File: src/gcc_pkg.sv
/*
  gcc_pkg: constants, command codes, register map and shared types
  of the gpio command control block.
  assumes: included by every gcc_ design file through gcc_pkg::*.
*/
package gcc_pkg;

  // ==========================================================
  // widths and counts
  localparam int GCC_NPINS = 8;        // controllable pins
  localparam int GCC_PARAM_W = 32;     // protocol mask width
  localparam int GCC_BYTE_W = 8;       // one stream byte
  localparam int GCC_PARAM_BYTES = 8;  // two params after code
  localparam int GCC_RESP_W = 40;      // code plus one param
  localparam logic [2:0] GCC_RESP_LEN_OK = 3'h5;   // valid reply
  localparam logic [2:0] GCC_RESP_LEN_BAD = 3'h1;  // invalid reply
  localparam logic [3:0] GCC_CNT_LAST = 4'h7;      // last param byte

  // ==========================================================
  // command codes
  localparam logic [7:0] GCC_CMD_GET_FUNC = 8'h10;
  localparam logic [7:0] GCC_CMD_GET_DIR = 8'h11;
  localparam logic [7:0] GCC_CMD_GET_LVL = 8'h12;
  localparam logic [7:0] GCC_CMD_GET_STATE = 8'h13;
  localparam logic [7:0] GCC_CMD_SET_DIR = 8'h19;
  localparam logic [7:0] GCC_CMD_SET_LVL = 8'h1a;
  localparam logic [7:0] GCC_CMD_SET_STATE = 8'h1b;
  localparam logic [7:0] GCC_RESP_INVALID = 8'hff;

  // ==========================================================
  // power-up defaults: all gpio, all input, all active low
  localparam logic [7:0] GCC_DEF_FUNC = 8'hff;
  localparam logic [7:0] GCC_DEF_DIR = 8'h00;
  localparam logic [7:0] GCC_DEF_LVL = 8'hff;
  localparam logic [7:0] GCC_DEF_STATE = 8'h00;

  // ==========================================================
  // register map, byte addresses
  localparam int GCC_AW = 8;
  localparam logic [7:0] GCC_REG_FUNC = 8'h00;      // pin functions
  localparam logic [7:0] GCC_REG_BOOT_DIR = 8'h04;  // boot directions
  localparam logic [7:0] GCC_REG_BOOT_LVL = 8'h08;  // boot levels
  localparam logic [7:0] GCC_REG_CTRL = 8'h0c;      // control
  localparam logic [7:0] GCC_REG_DIR = 8'h10;       // live directions
  localparam logic [7:0] GCC_REG_LVL = 8'h14;       // live levels
  localparam logic [7:0] GCC_REG_STATE = 8'h18;     // live states
  localparam logic [7:0] GCC_REG_PINS = 8'h1c;      // raw pin levels
  localparam int GCC_CTRL_DIS_BIT = 0;     // control port disabled
  localparam int GCC_CTRL_RELOAD_BIT = 1;  // write 1: reboot reload

  // ==========================================================
  // types
  typedef struct packed {
    logic [7:0] code;
    logic [31:0] mask;
    logic [31:0] value;
  } gcc_frame_t;

  typedef struct packed {
    logic [7:0] func;
    logic [7:0] dir;
    logic [7:0] lvl;
    logic [7:0] state;
  } gcc_pin_cfg_t;

  typedef enum logic [1:0] {ST_CODE, ST_PARAM, ST_EXEC, ST_RESP}
    gcc_state_t;

endpackage

File: src/gcc_sync.sv
/*
  gcc_sync: two-flop synchroniser for a bus of slow pin levels.
  assumes: bits are independent levels; no word coherence needed.
*/
`timescale 1ns/1ps
module gcc_sync
  import gcc_pkg::*;
#(
  parameter int W = GCC_NPINS
) (
  input wire logic clk,
  input wire logic sys_rst,
  input wire logic [W-1:0] d,
  output logic [W-1:0] q
);

  // ==========================================================
  // stages
  logic [W-1:0] meta_r; // first stage, read only by q_r
  logic [W-1:0] q_r;    // second stage

  // two flops in series
  always_ff @(posedge clk) begin
    if (sys_rst) begin
      meta_r <= '0;
      q_r <= '0;
    end else begin
      meta_r <= d;
      q_r <= meta_r;
    end
  end

  assign q = q_r;

endmodule // gcc_sync

File: src/gcc_tx.sv
/*
  gcc_tx: response serialiser, sends up to five bytes, low byte first.
  assumes: load only while busy is low; sink may stall with tx_ready.
*/
`timescale 1ns/1ps
module gcc_tx
  import gcc_pkg::*;
(
  input wire logic clk,
  input wire logic sys_rst,
  input wire logic load,
  input wire logic [2:0] load_len,
  input wire logic [GCC_RESP_W-1:0] load_data,
  input wire logic tx_ready,
  output logic tx_valid,
  output logic [7:0] tx_data,
  output logic busy
);

  // ==========================================================
  // state
  logic [GCC_RESP_W-1:0] data_r; // remaining bytes, next in low byte
  logic [2:0] cnt_r;             // bytes left
  logic valid_r;                 // byte on offer
  logic take;                    // sink accepts a byte

  assign take = valid_r & tx_ready;

  // shift out one byte per accepted handshake
  always_ff @(posedge clk) begin
    if (sys_rst) begin
      data_r <= '0;
      cnt_r <= '0;
      valid_r <= 1'b0;
    end else if (load) begin
      data_r <= load_data;
      cnt_r <= load_len;
      valid_r <= 1'b1;
    end else if (take) begin
      data_r <= data_r >> GCC_BYTE_W;
      cnt_r <= cnt_r - 3'h1;
      valid_r <= (cnt_r != 3'h1);
    end
  end

  assign tx_valid = valid_r;
  assign tx_data = data_r[7:0];
  assign busy = valid_r;

endmodule // gcc_tx

File: src/gcc_top.sv
/*
  gcc_top: gpio command control. takes 9-byte commands from a byte
  stream, drives eight pins, answers with 5 bytes or one 0xff byte.
  assumes: the network stack delivers command bytes in order on
  rx_valid/rx_ready and drains replies on tx_valid/tx_ready; the
  register port is the configuration channel.
*/
`timescale 1ns/1ps
// Behaviour
// RULE1 - boot: all gpio, input, active low
// RULE2 - boot dir and level from config registers
// RULE3 - 32-bit masks, only pins 0..7 act
// RULE4 - parameters little endian, pin 0 first
// RULE5 - non-gpio bits ignored on set, undefined on get
// RULE6 - host sends code plus two words
// RULE7 - udp keeps one command in one datagram
// RULE8 - valid command: echo code plus word
// RULE9 - invalid command: single 0xff byte
// RULE10 - host waits for reply before next
// RULE11 - four consecutive query codes decoded
// RULE12 - unused parameter bytes are disregarded
// RULE13 - function cannot change through command port
// RULE14 - runtime changes are volatile only
// RULE15 - function word: one means user gpio
// RULE16 - direction word: one means output
// RULE17 - level word: one means active low
// RULE18 - state word: one means active
// RULE19 - set direction updates masked pins only
// RULE20 - set level updates masked pins only
// RULE21 - set state updates masked pins only
// RULE22 - disabled port offers no interface; the code keeps rx_ready high and drops the bytes without a reply
// RULE23 - set state replies all states
// RULE24 - unknown codes are invalid
module gcc_top
  import gcc_pkg::*;
(
  input wire logic clk,
  input wire logic sys_rst,
  input wire logic rx_valid,
  input wire logic [7:0] rx_data,
  output logic rx_ready,
  output logic tx_valid,
  output logic [7:0] tx_data,
  input wire logic tx_ready,
  input wire logic [GCC_NPINS-1:0] gpio_in,
  output logic [GCC_NPINS-1:0] gpio_out,
  output logic [GCC_NPINS-1:0] gpio_oe,
  input wire logic [GCC_AW-1:0] reg_addr,
  input wire logic [31:0] reg_wdata,
  input wire logic reg_wr,
  input wire logic reg_rd,
  output logic [31:0] reg_rdata
);

  // ==========================================================
  // helpers
  // masked update of one 8-bit field, foreign pins held
  function automatic logic [7:0] upd(input logic [7:0] old,
      input logic [7:0] mask, input logic [7:0] val);
    upd = (old & ~mask) | (val & mask);
  endfunction

  // widen an 8-pin word to a protocol word, upper pins read zero
  function automatic logic [31:0] wide(input logic [7:0] w);
    wide = {24'h0, w};
  endfunction

  // ==========================================================
  // state
  gcc_state_t st_r, st_nxt;       // command sequencer
  gcc_frame_t frm_r;              // collected command
  gcc_pin_cfg_t cfg_r;            // live pin configuration
  logic [7:0] boot_dir_r;         // boot directions
  logic [7:0] boot_lvl_r;         // boot levels
  logic dis_r;                    // control port disabled
  logic [3:0] cnt_r;              // parameter byte count
  logic rx_ready_r;               // byte intake open
  logic [31:0] rdata_r;           // read data, one cycle late
  logic [7:0] out_r;              // pin output levels
  logic [7:0] oe_r;               // pin output enables
  logic [7:0] pin_s;              // synchronised pin levels
  logic tx_busy;                  // serialiser still sending

  // ==========================================================
  // decode
  logic rx_take;        // byte accepted
  logic code_ok;        // command code recognised
  logic is_set_dir;
  logic is_set_lvl;
  logic is_set_state;
  logic [7:0] eff_mask; // pins both masked and gpio
  logic [7:0] live_state; // state seen by the host
  logic [7:0] cur_state;  // state before this command
  logic [31:0] resp_word; // reply word for the executed command
  logic [2:0] resp_len;
  logic [GCC_RESP_W-1:0] resp_data;
  logic load;           // start a reply
  logic wr_ctrl;
  logic reload;         // reboot-style reload of volatile state

  assign rx_take = rx_valid & rx_ready_r;
  assign is_set_dir = frm_r.code == GCC_CMD_SET_DIR;
  assign is_set_lvl = frm_r.code == GCC_CMD_SET_LVL;
  assign is_set_state = frm_r.code == GCC_CMD_SET_STATE;
  assign code_ok = (frm_r.code == GCC_CMD_GET_FUNC) // [RULE11]
    | (frm_r.code == GCC_CMD_GET_DIR)
    | (frm_r.code == GCC_CMD_GET_LVL)
    | (frm_r.code == GCC_CMD_GET_STATE)
    | is_set_dir | is_set_lvl | is_set_state;
  // mask bits above pin 7 and non-gpio pins drop out here
  assign eff_mask = frm_r.mask[7:0] & cfg_r.func; // [RULE3] [RULE5]
  // input pins report their pin, seen through the active level
  assign cur_state = (cfg_r.state & cfg_r.dir)
    | ((pin_s ^ cfg_r.lvl) & ~cfg_r.dir);
  // set state on an input stores the bit, the reply still shows the pin
  assign live_state = is_set_state
    ? ((upd(cfg_r.state, eff_mask, frm_r.value[7:0]) & cfg_r.dir)
      | ((pin_s ^ cfg_r.lvl) & ~cfg_r.dir)) : cur_state;

  // reply word is the value after the update, foreign pins zero
  // queries never look at the mask or value bytes [RULE12]
  always_comb begin
    resp_word = '0;
    unique case (frm_r.code)
      GCC_CMD_GET_FUNC: resp_word = wide(cfg_r.func); // [RULE15]
      GCC_CMD_GET_DIR: resp_word = wide(cfg_r.dir & cfg_r.func);
      GCC_CMD_GET_LVL: resp_word = wide(cfg_r.lvl & cfg_r.func);
      GCC_CMD_GET_STATE:
        resp_word = wide(cur_state & cfg_r.func); // [RULE18]
      GCC_CMD_SET_DIR: // [RULE16] [RULE19]
        resp_word = wide(upd(cfg_r.dir, eff_mask, frm_r.value[7:0])
          & cfg_r.func);
      GCC_CMD_SET_LVL: // [RULE17] [RULE20]
        resp_word = wide(upd(cfg_r.lvl, eff_mask, frm_r.value[7:0])
          & cfg_r.func);
      GCC_CMD_SET_STATE:
        resp_word = wide(live_state & cfg_r.func); // [RULE23]
      default: resp_word = '0; // any other code byte
    endcase
  end

  // code echoed first, then the word low byte first
  assign resp_len = code_ok ? GCC_RESP_LEN_OK
    : GCC_RESP_LEN_BAD; // [RULE8] [RULE9] [RULE24]
  assign resp_data = code_ok ? {resp_word, frm_r.code} // [RULE4]
    : {32'h0, GCC_RESP_INVALID};
  assign load = (st_r == ST_EXEC);
  assign wr_ctrl = reg_wr & (reg_addr == GCC_REG_CTRL);
  assign reload = wr_ctrl & reg_wdata[GCC_CTRL_RELOAD_BIT];

  // ==========================================================
  // sequencer
  // one command in flight; intake closes until reply is gone
  always_comb begin
    st_nxt = st_r;
    unique case (st_r)
      ST_CODE: if (rx_take && !dis_r) st_nxt = ST_PARAM;
      ST_PARAM:
        if (dis_r) st_nxt = ST_CODE; // [RULE22]
        else if (rx_take && cnt_r == GCC_CNT_LAST) st_nxt = ST_EXEC;
      ST_EXEC: st_nxt = ST_RESP;
      ST_RESP: if (!tx_busy) st_nxt = ST_CODE; // [RULE10]
    endcase
  end

  // state register and intake flag
  always_ff @(posedge clk) begin
    if (sys_rst) begin
      st_r <= ST_CODE;
      rx_ready_r <= 1'b0;
    end else begin
      st_r <= st_nxt;
      // disabled port keeps draining so the stack never hangs
      rx_ready_r <= (st_nxt == ST_CODE) | (st_nxt == ST_PARAM);
    end
  end

  // collect code and both parameter words, low byte first
  always_ff @(posedge clk) begin
    if (sys_rst) begin
      frm_r <= '0;
      cnt_r <= '0;
    end else if (rx_take && st_r == ST_CODE) begin
      frm_r.code <= rx_data; // [RULE6]
      cnt_r <= '0;
    end else if (rx_take && st_r == ST_PARAM) begin
      {frm_r.value, frm_r.mask} <= // [RULE4]
        {rx_data, frm_r.value, frm_r.mask[31:8]};
      cnt_r <= cnt_r + 4'h1;
    end
  end

  // ==========================================================
  // pin configuration, volatile
  // only dir, lvl and state move on commands; func never does
  always_ff @(posedge clk) begin
    if (sys_rst) begin
      cfg_r.dir <= GCC_DEF_DIR; // [RULE1]
      cfg_r.lvl <= GCC_DEF_LVL;
      cfg_r.state <= GCC_DEF_STATE;
    end else if (reload) begin
      cfg_r.dir <= boot_dir_r; // [RULE2] [RULE14]
      cfg_r.lvl <= boot_lvl_r;
      cfg_r.state <= GCC_DEF_STATE;
    end else if (load && is_set_dir) begin
      cfg_r.dir <= upd(cfg_r.dir, eff_mask, frm_r.value[7:0]);
    end else if (load && is_set_lvl) begin
      cfg_r.lvl <= upd(cfg_r.lvl, eff_mask, frm_r.value[7:0]);
    end else if (load && is_set_state) begin
      cfg_r.state <= upd(cfg_r.state, eff_mask,
        frm_r.value[7:0]); // [RULE21]
    end
  end

  // configuration channel: function and boot values
  always_ff @(posedge clk) begin
    if (sys_rst) begin
      cfg_r.func <= GCC_DEF_FUNC; // [RULE1]
      boot_dir_r <= GCC_DEF_DIR;
      boot_lvl_r <= GCC_DEF_LVL;
      dis_r <= 1'b0;
    end else if (reg_wr) begin
      // the only path that can move a pin function
      if (reg_addr == GCC_REG_FUNC)
        cfg_r.func <= reg_wdata[7:0]; // [RULE13]
      if (reg_addr == GCC_REG_BOOT_DIR)
        boot_dir_r <= reg_wdata[7:0]; // [RULE2]
      if (reg_addr == GCC_REG_BOOT_LVL) boot_lvl_r <= reg_wdata[7:0];
      if (wr_ctrl) dis_r <= reg_wdata[GCC_CTRL_DIS_BIT]; // [RULE22]
    end
  end

  // ==========================================================
  // pins
  // active low outputs sit high when inactive
  always_ff @(posedge clk) begin
    if (sys_rst) begin
      out_r <= '0;
      oe_r <= '0;
    end else begin
      out_r <= cfg_r.state ^ cfg_r.lvl; // [RULE17]
      oe_r <= cfg_r.dir & cfg_r.func;   // [RULE16]
    end
  end

  // pins come from outside the clock domain
  gcc_sync #(.W(GCC_NPINS)) u_sync (
    .clk(clk),
    .sys_rst(sys_rst),
    .d(gpio_in),
    .q(pin_s)
  );

  // reply serialiser
  gcc_tx u_tx (
    .clk(clk),
    .sys_rst(sys_rst),
    .load(load),
    .load_len(resp_len),
    .load_data(resp_data),
    .tx_ready(tx_ready),
    .tx_valid(tx_valid),
    .tx_data(tx_data),
    .busy(tx_busy)
  );

  // ==========================================================
  // register read port, unmapped reads give zero
  logic [31:0] rd_mux;
  always_comb begin
    rd_mux = '0;
    unique case (reg_addr)
      GCC_REG_FUNC: rd_mux = wide(cfg_r.func);
      GCC_REG_BOOT_DIR: rd_mux = wide(boot_dir_r);
      GCC_REG_BOOT_LVL: rd_mux = wide(boot_lvl_r);
      GCC_REG_CTRL: rd_mux = {31'h0, dis_r};
      GCC_REG_DIR: rd_mux = wide(cfg_r.dir);
      GCC_REG_LVL: rd_mux = wide(cfg_r.lvl);
      GCC_REG_STATE: rd_mux = wide(cfg_r.state);
      GCC_REG_PINS: rd_mux = wide(pin_s);
      default: rd_mux = '0;
    endcase
  end

  // data stand only in the cycle after the strobe
  always_ff @(posedge clk) begin
    if (sys_rst) rdata_r <= '0;
    else rdata_r <= reg_rd ? rd_mux : 32'h0;
  end

  assign rx_ready = rx_ready_r;
  assign gpio_out = out_r;
  assign gpio_oe = oe_r;
  assign reg_rdata = rdata_r;
endmodule // gcc_top

File: config.mk
export PLATFORM = sky130hd
export DESIGN_NAME = gcc_top
export DESIGN_NICKNAME = d
export VERILOG_FILES = /design/src/gcc_pkg.sv /design/src/gcc_sync.sv /design/src/gcc_tx.sv /design/src/gcc_top.sv
export SDC_FILE = /design/constraint.sdc
export NUM_CORES = 1
export LEC_CHECK = 0
export ABC_AREA = 1
export BUFFER_PORTS_ARGS = -buffer_cell sky130_fd_sc_hd__buf_2
export CORE_MARGIN = 2
export CORE_UTILIZATION = 62
export DETAILED_ROUTE_END_ITERATION = 12
export PLACE_DENSITY_LB_ADDON = 0.1
export SETUP_SLACK_MARGIN = 0.02
export SYNTH_ARGS = -nofsm -noshare
export SYNTH_HDL_FRONTEND = slang
export SYNTH_SLANG_ARGS = --single-unit
File: constraint.sdc
create_clock -name clk -period 3.2 [get_ports clk]
set_input_delay 0.48 -clock clk [delete_from_list [all_inputs] [get_ports clk]]
set_output_delay 0.48 -clock clk [all_outputs]
set_load 0.01 [all_outputs]
# Yosys cells after proc, flatten, opt, wreduce, memory -nomap -nowiden
# Index checks and enable logic that the tools add are counted.
# Widths: inputs -> output; s select.
[totals] regBits=236 wordCells=128
[op_classes] add_sub_neg=2 eq_ne=21 mux=22 bitwise_logic=38 reduce_logical=24
[op_table] cell="$mux 40" count=3
[op_table] cell="$and 8x8->8" count=14
[op_table] cell="$eq 8x5->1 const B" count=11
[op_table] cell="$pmux 8 s8" count=1
[op_table] cell="$pmux 8 s7" count=1
[op_table] cell="$mux 8" count=5
[op_table] cell="$or 8x8->8" count=5
[op_table] cell="$mux 24" count=1
[op_table] cell="$eq 8x4->1 const B" count=2
[op_table] cell="$mux 16" count=1
[op_table] cell="$not 8->8" count=2
[op_table] cell="$xor 8x8->8" count=2
[op_table] cell="$reduce_and 2->1" count=6
[op_table] cell="$mux 3" count=3
[op_table] cell="$eq 8x3->1 const B" count=1
[op_table] cell="$logic_not 8->1" count=1
[op_table] cell="$mux 2" count=4
[op_table] cell="$pmux 2 s4" count=1
[op_table] cell="$logic_and 1x1->1" count=7
[op_table] cell="$or 1x1->1" count=7
[op_table] cell="$reduce_bool 2->1" count=3
[op_table] cell="$reduce_or 2->1" count=3
[op_table] cell="$add 4x1->4 const B" count=1
[op_table] cell="$and 1x1->1" count=4
[op_table] cell="other kinds (11)" count=18

# Depth between registers and ports, before layout
[depth] word_depth=11 mapped_depth=12

# By module
# Synthesis repeated with hierarchy kept, for this count alone.
[unflattened] cells_unflattened=1448 hier_area_um2=10291.1
[by_module_without_submodules] mod="gcc_top" instances=1 cells_per_inst=1076 area_per_inst_um2=7392.1 seq_area_each_um2=3042.9
[by_module_without_submodules] mod="gcc_tx" instances=1 cells_per_inst=322 area_per_inst_um2=2424.8 seq_area_each_um2=880.8
[by_module_without_submodules] mod="gcc_sync" instances=1 cells_per_inst=50 area_per_inst_um2=474.2 seq_area_each_um2=320.3

# Worst setup path before layout
# OpenSTA, ideal clock, no wires.
[synth_timing] path_type="input -> register" startpoint="input reg_addr[0]" endpoint="register cfg_r[10] in the netlist's numbering" setup_ps=117 t_arrival_ps=1500 required_time_ps=3083 setup_slack_ps=1584 stages=8 cell_sequence="inv_1 > nand2_1 > nor3_4 > nand4_4 > nand2_2 > inv_2 > a21oi_1 > nand2_1"
[synth_via] elab_chain_len=5 word_cells_on_any_way=7
[synth_rtl] item="from (decl)" line_no="gcc_top.sv:48" source="input wire logic [GCC_AW-1:0] reg_addr,"
[synth_rtl] item="$eq 8x4->1 *" line_no="gcc_top.sv:148" source="assign wr_ctrl = reg_wr & (reg_addr == GCC_REG_CTRL);"
[synth_rtl] item="$and 1x1->1 *" line_no="gcc_top.sv:148"
[synth_rtl] item="$and 1x1->1 *" line_no="gcc_top.sv:149" source="assign reload = wr_ctrl & reg_wdata[GCC_CTRL_RELOAD_BIT];"
[synth_rtl] item="$ne 2x2->1 (no source line) or $reduce_bool 2->1 (tied branches)"
[synth_rtl] item="$reduce_and 2->1 (no source line)"
[synth_rtl] item="to (decl)" line_no="gcc_top.sv:72" source="gcc_pin_cfg_t cfg_r;"
# Mark *: on every way between the ends. The rest lies on a longest branch, timed or not.
# A chain may end at the register's enable or synchronous reset.

# Worst setup path in the final report
[layout_timing] startpoint="register frm_r[64] in the netlist's numbering" endpoint="register u_tx.data_r[2]"
[layout_via] elab_chain_len=9 word_cells_on_any_way=15
[layout_rtl] item="from (decl)" line_no="gcc_top.sv:71" source="gcc_frame_t frm_r;"
[layout_rtl] item="$eq 8x5->1, on equally long branches" line_no="gcc_top.sv:105, gcc_top.sv:106"
[layout_rtl] item="$or 1x1->1" line_no="gcc_top.sv:106" source="| (frm_r.code == GCC_CMD_GET_DIR)"
[layout_rtl] item="$or 1x1->1" line_no="gcc_top.sv:107" source="| (frm_r.code == GCC_CMD_GET_LVL)"
[layout_rtl] item="$or 1x1->1" line_no="gcc_top.sv:108" source="| (frm_r.code == GCC_CMD_GET_STATE)"
[layout_rtl] item="$or 1x1->1 (2 in series)" line_no="gcc_top.sv:109" source="| is_set_dir | is_set_lvl | is_set_state;"
[layout_rtl] item="$or 1x1->1 *" line_no="gcc_top.sv:109"
[layout_rtl] item="$mux 40 *" line_no="gcc_top.sv:145" source="assign resp_data = code_ok ? {resp_word, frm_r.code}"
[layout_rtl] item="$mux 40 *" line_no="gcc_tx.sv:35" source="end else if (load) begin"
[layout_rtl] item="to (signal assigned)" line_no="gcc_tx.sv:36" source="data_r <= load_data;"
[layout_rtl] item="to (signal assigned)" line_no="gcc_tx.sv:40" source="data_r <= data_r >> GCC_BYTE_W;"
[layout_rtl] item="to (decl)" line_no="gcc_tx.sv:22" source="logic [GCC_RESP_W-1:0] data_r;"
# Marked as above.

==> reports/qor.yml <==
p_sw_mw: 1.177
die_w_um: 120.8
vias_per_cell: 5.499
totalPowerFinal_mw: 4.771
synth.distinct_cells: 38
grt_pass1_vias: 6850
ir_worst_vdd_mv: 0.6048
final_area_um2: 9296
fin_crit_ns: 2.003
dp_hpwl_um: 14970
chipHeight_um: 120.8
reg2regPathDepth: 9
ys_seq_area_share_pct: 44.50
placedInstanceArea_um2: 8722
area_delta_synth_final_pct: 9.928
grt.total_usage_pct: 29.78
path_max_fanout: 13
die_area_um2: 14590
antenna_found_initial: 0
dp_cells: 1375
path_buf_inv: 1
final_util_pct: 69.92
diodes: 0
overflow: 0
ant_nets: 0
status: "complete, no violations"
cts-root-buf: "clkbuf_16"
ctsHoldBuffers: 0
cts_tree: "built"
first_iter_violations: 842
cts_buffers: 17
row_count: 42
r2r_end: "u_tx.data_r[2]"
cts.path.max_buffers: 2
portBuffers: 71
wl_per_cell_um: 15.26
drv_slew: 0
finalHoldViolCount: 0
timing.rr.start: "frm_r[64]"
fin_setup_tns_ns: 0
clkSinkCount: 188
cts_max_level: 4
drc: 0
postCtsResizedCells: 0
p_per_area_nw_per_um2: 513.2
grt_pass1_wl_um: 33760
synthesis.area_um2: 8457
holdPathEnd: "u_sync.meta_r[6]"
grt_max_degree: 67
p_leak_nw: 4.237
final_layout_size_suffix_gt1_share_pct: 13.24
slew_headroom_pct: 53.90
synth_cells: 1173
path_cells: "nand2_1, nor2_1, nand2_2, nand4_2, nand2_2, o21ai_0, nand2_1, nand3_1, inv_1"
critPathKind: "reg2reg"
crit_slowest_cell: "dfxtp_1"
rsz0062_at_grt: "false"
clkTransAtPathRegs_ns: 0.07
wl_um: 21480
ff2ff_setup_slack_ns: 1.20
finalSetupViolCount: 0
stdcell_count: 1407
arrival_ns: 2.34
drv_cap: 0
hold_start: "gpio_in[6]"
worst_pin_slew_ns: 0.6905
first_pass_iters: 5
skew_ns: 0.007872
clock_power_share_pct: 43.3
cp.required_ns: 3.53
switching_share_pct: 24.67
clock_latency_ns: 0.43
core_um2: 13300
slowest_delay_ns: 0.63
finalCritPeriodShare_pct: 62.60
hp-class: "in2reg"
final_nets: 1283
start_kind: "flip-flop"
fmax_ghz: 0.4992
internal-power_mw: 3.594
gp_congestion: 1.001
ys_seq_elements: 188
crit_family: "simple AND/OR/NAND/NOR gates"
yosysWarnings: 0
hold_depth: 3
combPwrFrac_pct: 5.8
io_pins: 120
syn_area_per_cell_um2: 7.210
via_count: 7737
initial_core_util_pct: 63.61
cts_setup_buffers: 0
seqPwrFrac_pct: 50.8
cp-end-kind: "flip-flop"
## how the worst max path moves through the flow
stage / start / end / slack, ns / depth (start not counted)
6_report: frm_r[64] / u_tx.data_r[2] / 1.20 / 9
5_1_grt: frm_r[64] / u_tx.data_r[7] / 0.99 / 9
4_1_cts: frm_r[64] / u_tx.data_r[5] / 1.25 / 9
3_5_place_dp: reg_addr[0] / cfg_r[13] / 1.01 / 10
3_3_place_gp: reg_addr[0] / cfg_r[9] / 1.04 / 10
2_1_floorplan: reg_addr[0] / cfg_r[10] / 1.58 / 8
## power by group through the flow
stage               clock network (mW)  registers [mW]  logic [mW]
floorplan                            0            2.47       0.216
global placement                     0            2.48       0.269
detailed placement                   0            2.48       0.274
CTS                               2.08            2.43       0.276
global route                      2.19            2.43       0.314
finish                            2.07            2.43       0.278
## flip-flops by register name, summed over array words and instances, names as in the netlist
signal / flops
u_tx.cnt_r: 3
st_r: 2
u_tx.data_r: 16
cfg_r: 32
gpio_out: 8
gpio_oe: 8
boot_dir_r: 8
dis_r: 1
boot_lvl_r: 8
u_tx.busy: 1
frm_r: 72
u_sync.meta_r: 8
cnt_r: 4
reg_rdata: 8
u_sync.q: 8
rx_ready: 1
## per-layer routing
layer	GRT usage, %	share of wire [%]
met5	0	0
met2	48.41	47
met1	38.18	42
met3	5.047	7.0
met4	15.04	4.1
## per-stage QoR
stage          hold WS (ns)  setup WS [ns]
3_5_place_dp         0.4002          1.008
4_1_cts              0.2385          1.250
2_1_floorplan        0.3883          1.584
3_3_place_gp         0.3961          1.043
6_report             0.2408          1.197
5_1_grt              0.2446         0.9907
## synth_stat cells
cell	instances	share of area [%]
conb_1	1	0.044
nand4_4	1	0.25
nand3_1	66	3.9
nor2_2	6	0.44
buf_2	12	0.71
nand3_2	1	0.12
nand2_1	182	8.1
nand2_4	2	0.27
inv_2	8	0.36
dfxtp_1	188	45
a31oi_1	3	0.22
nor3_4	1	0.19
or2_2	4	0.30
buf_4	36	3.2
nor3_2	4	0.47
inv_4	2	0.15
clkinv_1	1	0.044
o21ai_0	138	8.2
a21oi_1	77	4.6
a211oi_1	6	0.53
a211oi_2	1	0.15
clkbuf_1	24	1.1
nor3_1	15	0.89
nand4_2	2	0.30
nor2_8	1	0.24
nand3b_1	1	0.089
inv_1	126	5.6
ha_1	3	0.44
nor2_4	9	1.2
o211ai_1	17	1.5
clkinv_2	1	0.059
o22ai_1	18	1.3
o21a_1	2	0.18
nor2_1	187	8.3
buf_6	5	0.67
nand2_2	8	0.59
o21ai_1	9	0.53
nand4_1	5	0.37
## worst min-delay path, cell delays in order
cell    delay (ns)
buf_2         0.07
inv_1         0.03
nor2_1        0.06
## final cells by class
cell class,instances,area [µm²]
inverter,138,524.3
clock inverter,13,131.4
multi-input combinational,793,3779
tap,176,220.2
timing repair buffer,80,435.4
sequential,188,3764
fill,1155,3999
clock buffer,19,442.9
## layout by cell type (no fill, tap or decap), types with 5 or more instances in the layout
cell type  instances
dfxtp_1          188
nor2_1           187
nand2_1          182
o21ai_0          138
inv_1            125
a21oi_1           77
buf_2             71
nand3_1           66
conb_1            24
o22ai_1           18
o211ai_1          17
clkbuf_16         17
nor3_1            15
inv_2              9
nor2_4             9
o21ai_1            9
nand2_2            8
buf_4              8
nor2_2             6
a211oi_1           6
nand4_1            5
## logic make-up (layout without fill, tap and decap cells)
family                   after synthesis  in the layout  share of synthesized area (%)
AND/OR/NAND/NOR                      495            495                          26.00
AO/OA/AOI/OAI                        271            271                          17.18
buffers and inverters                215            250                          11.84
flip-flops                           188            188                          44.50
adder cells (fa/ha/maj)                3              3                         0.4439
other                                  1             24                        0.04434
No activity file was read; power rests on OpenSTA's default activity.
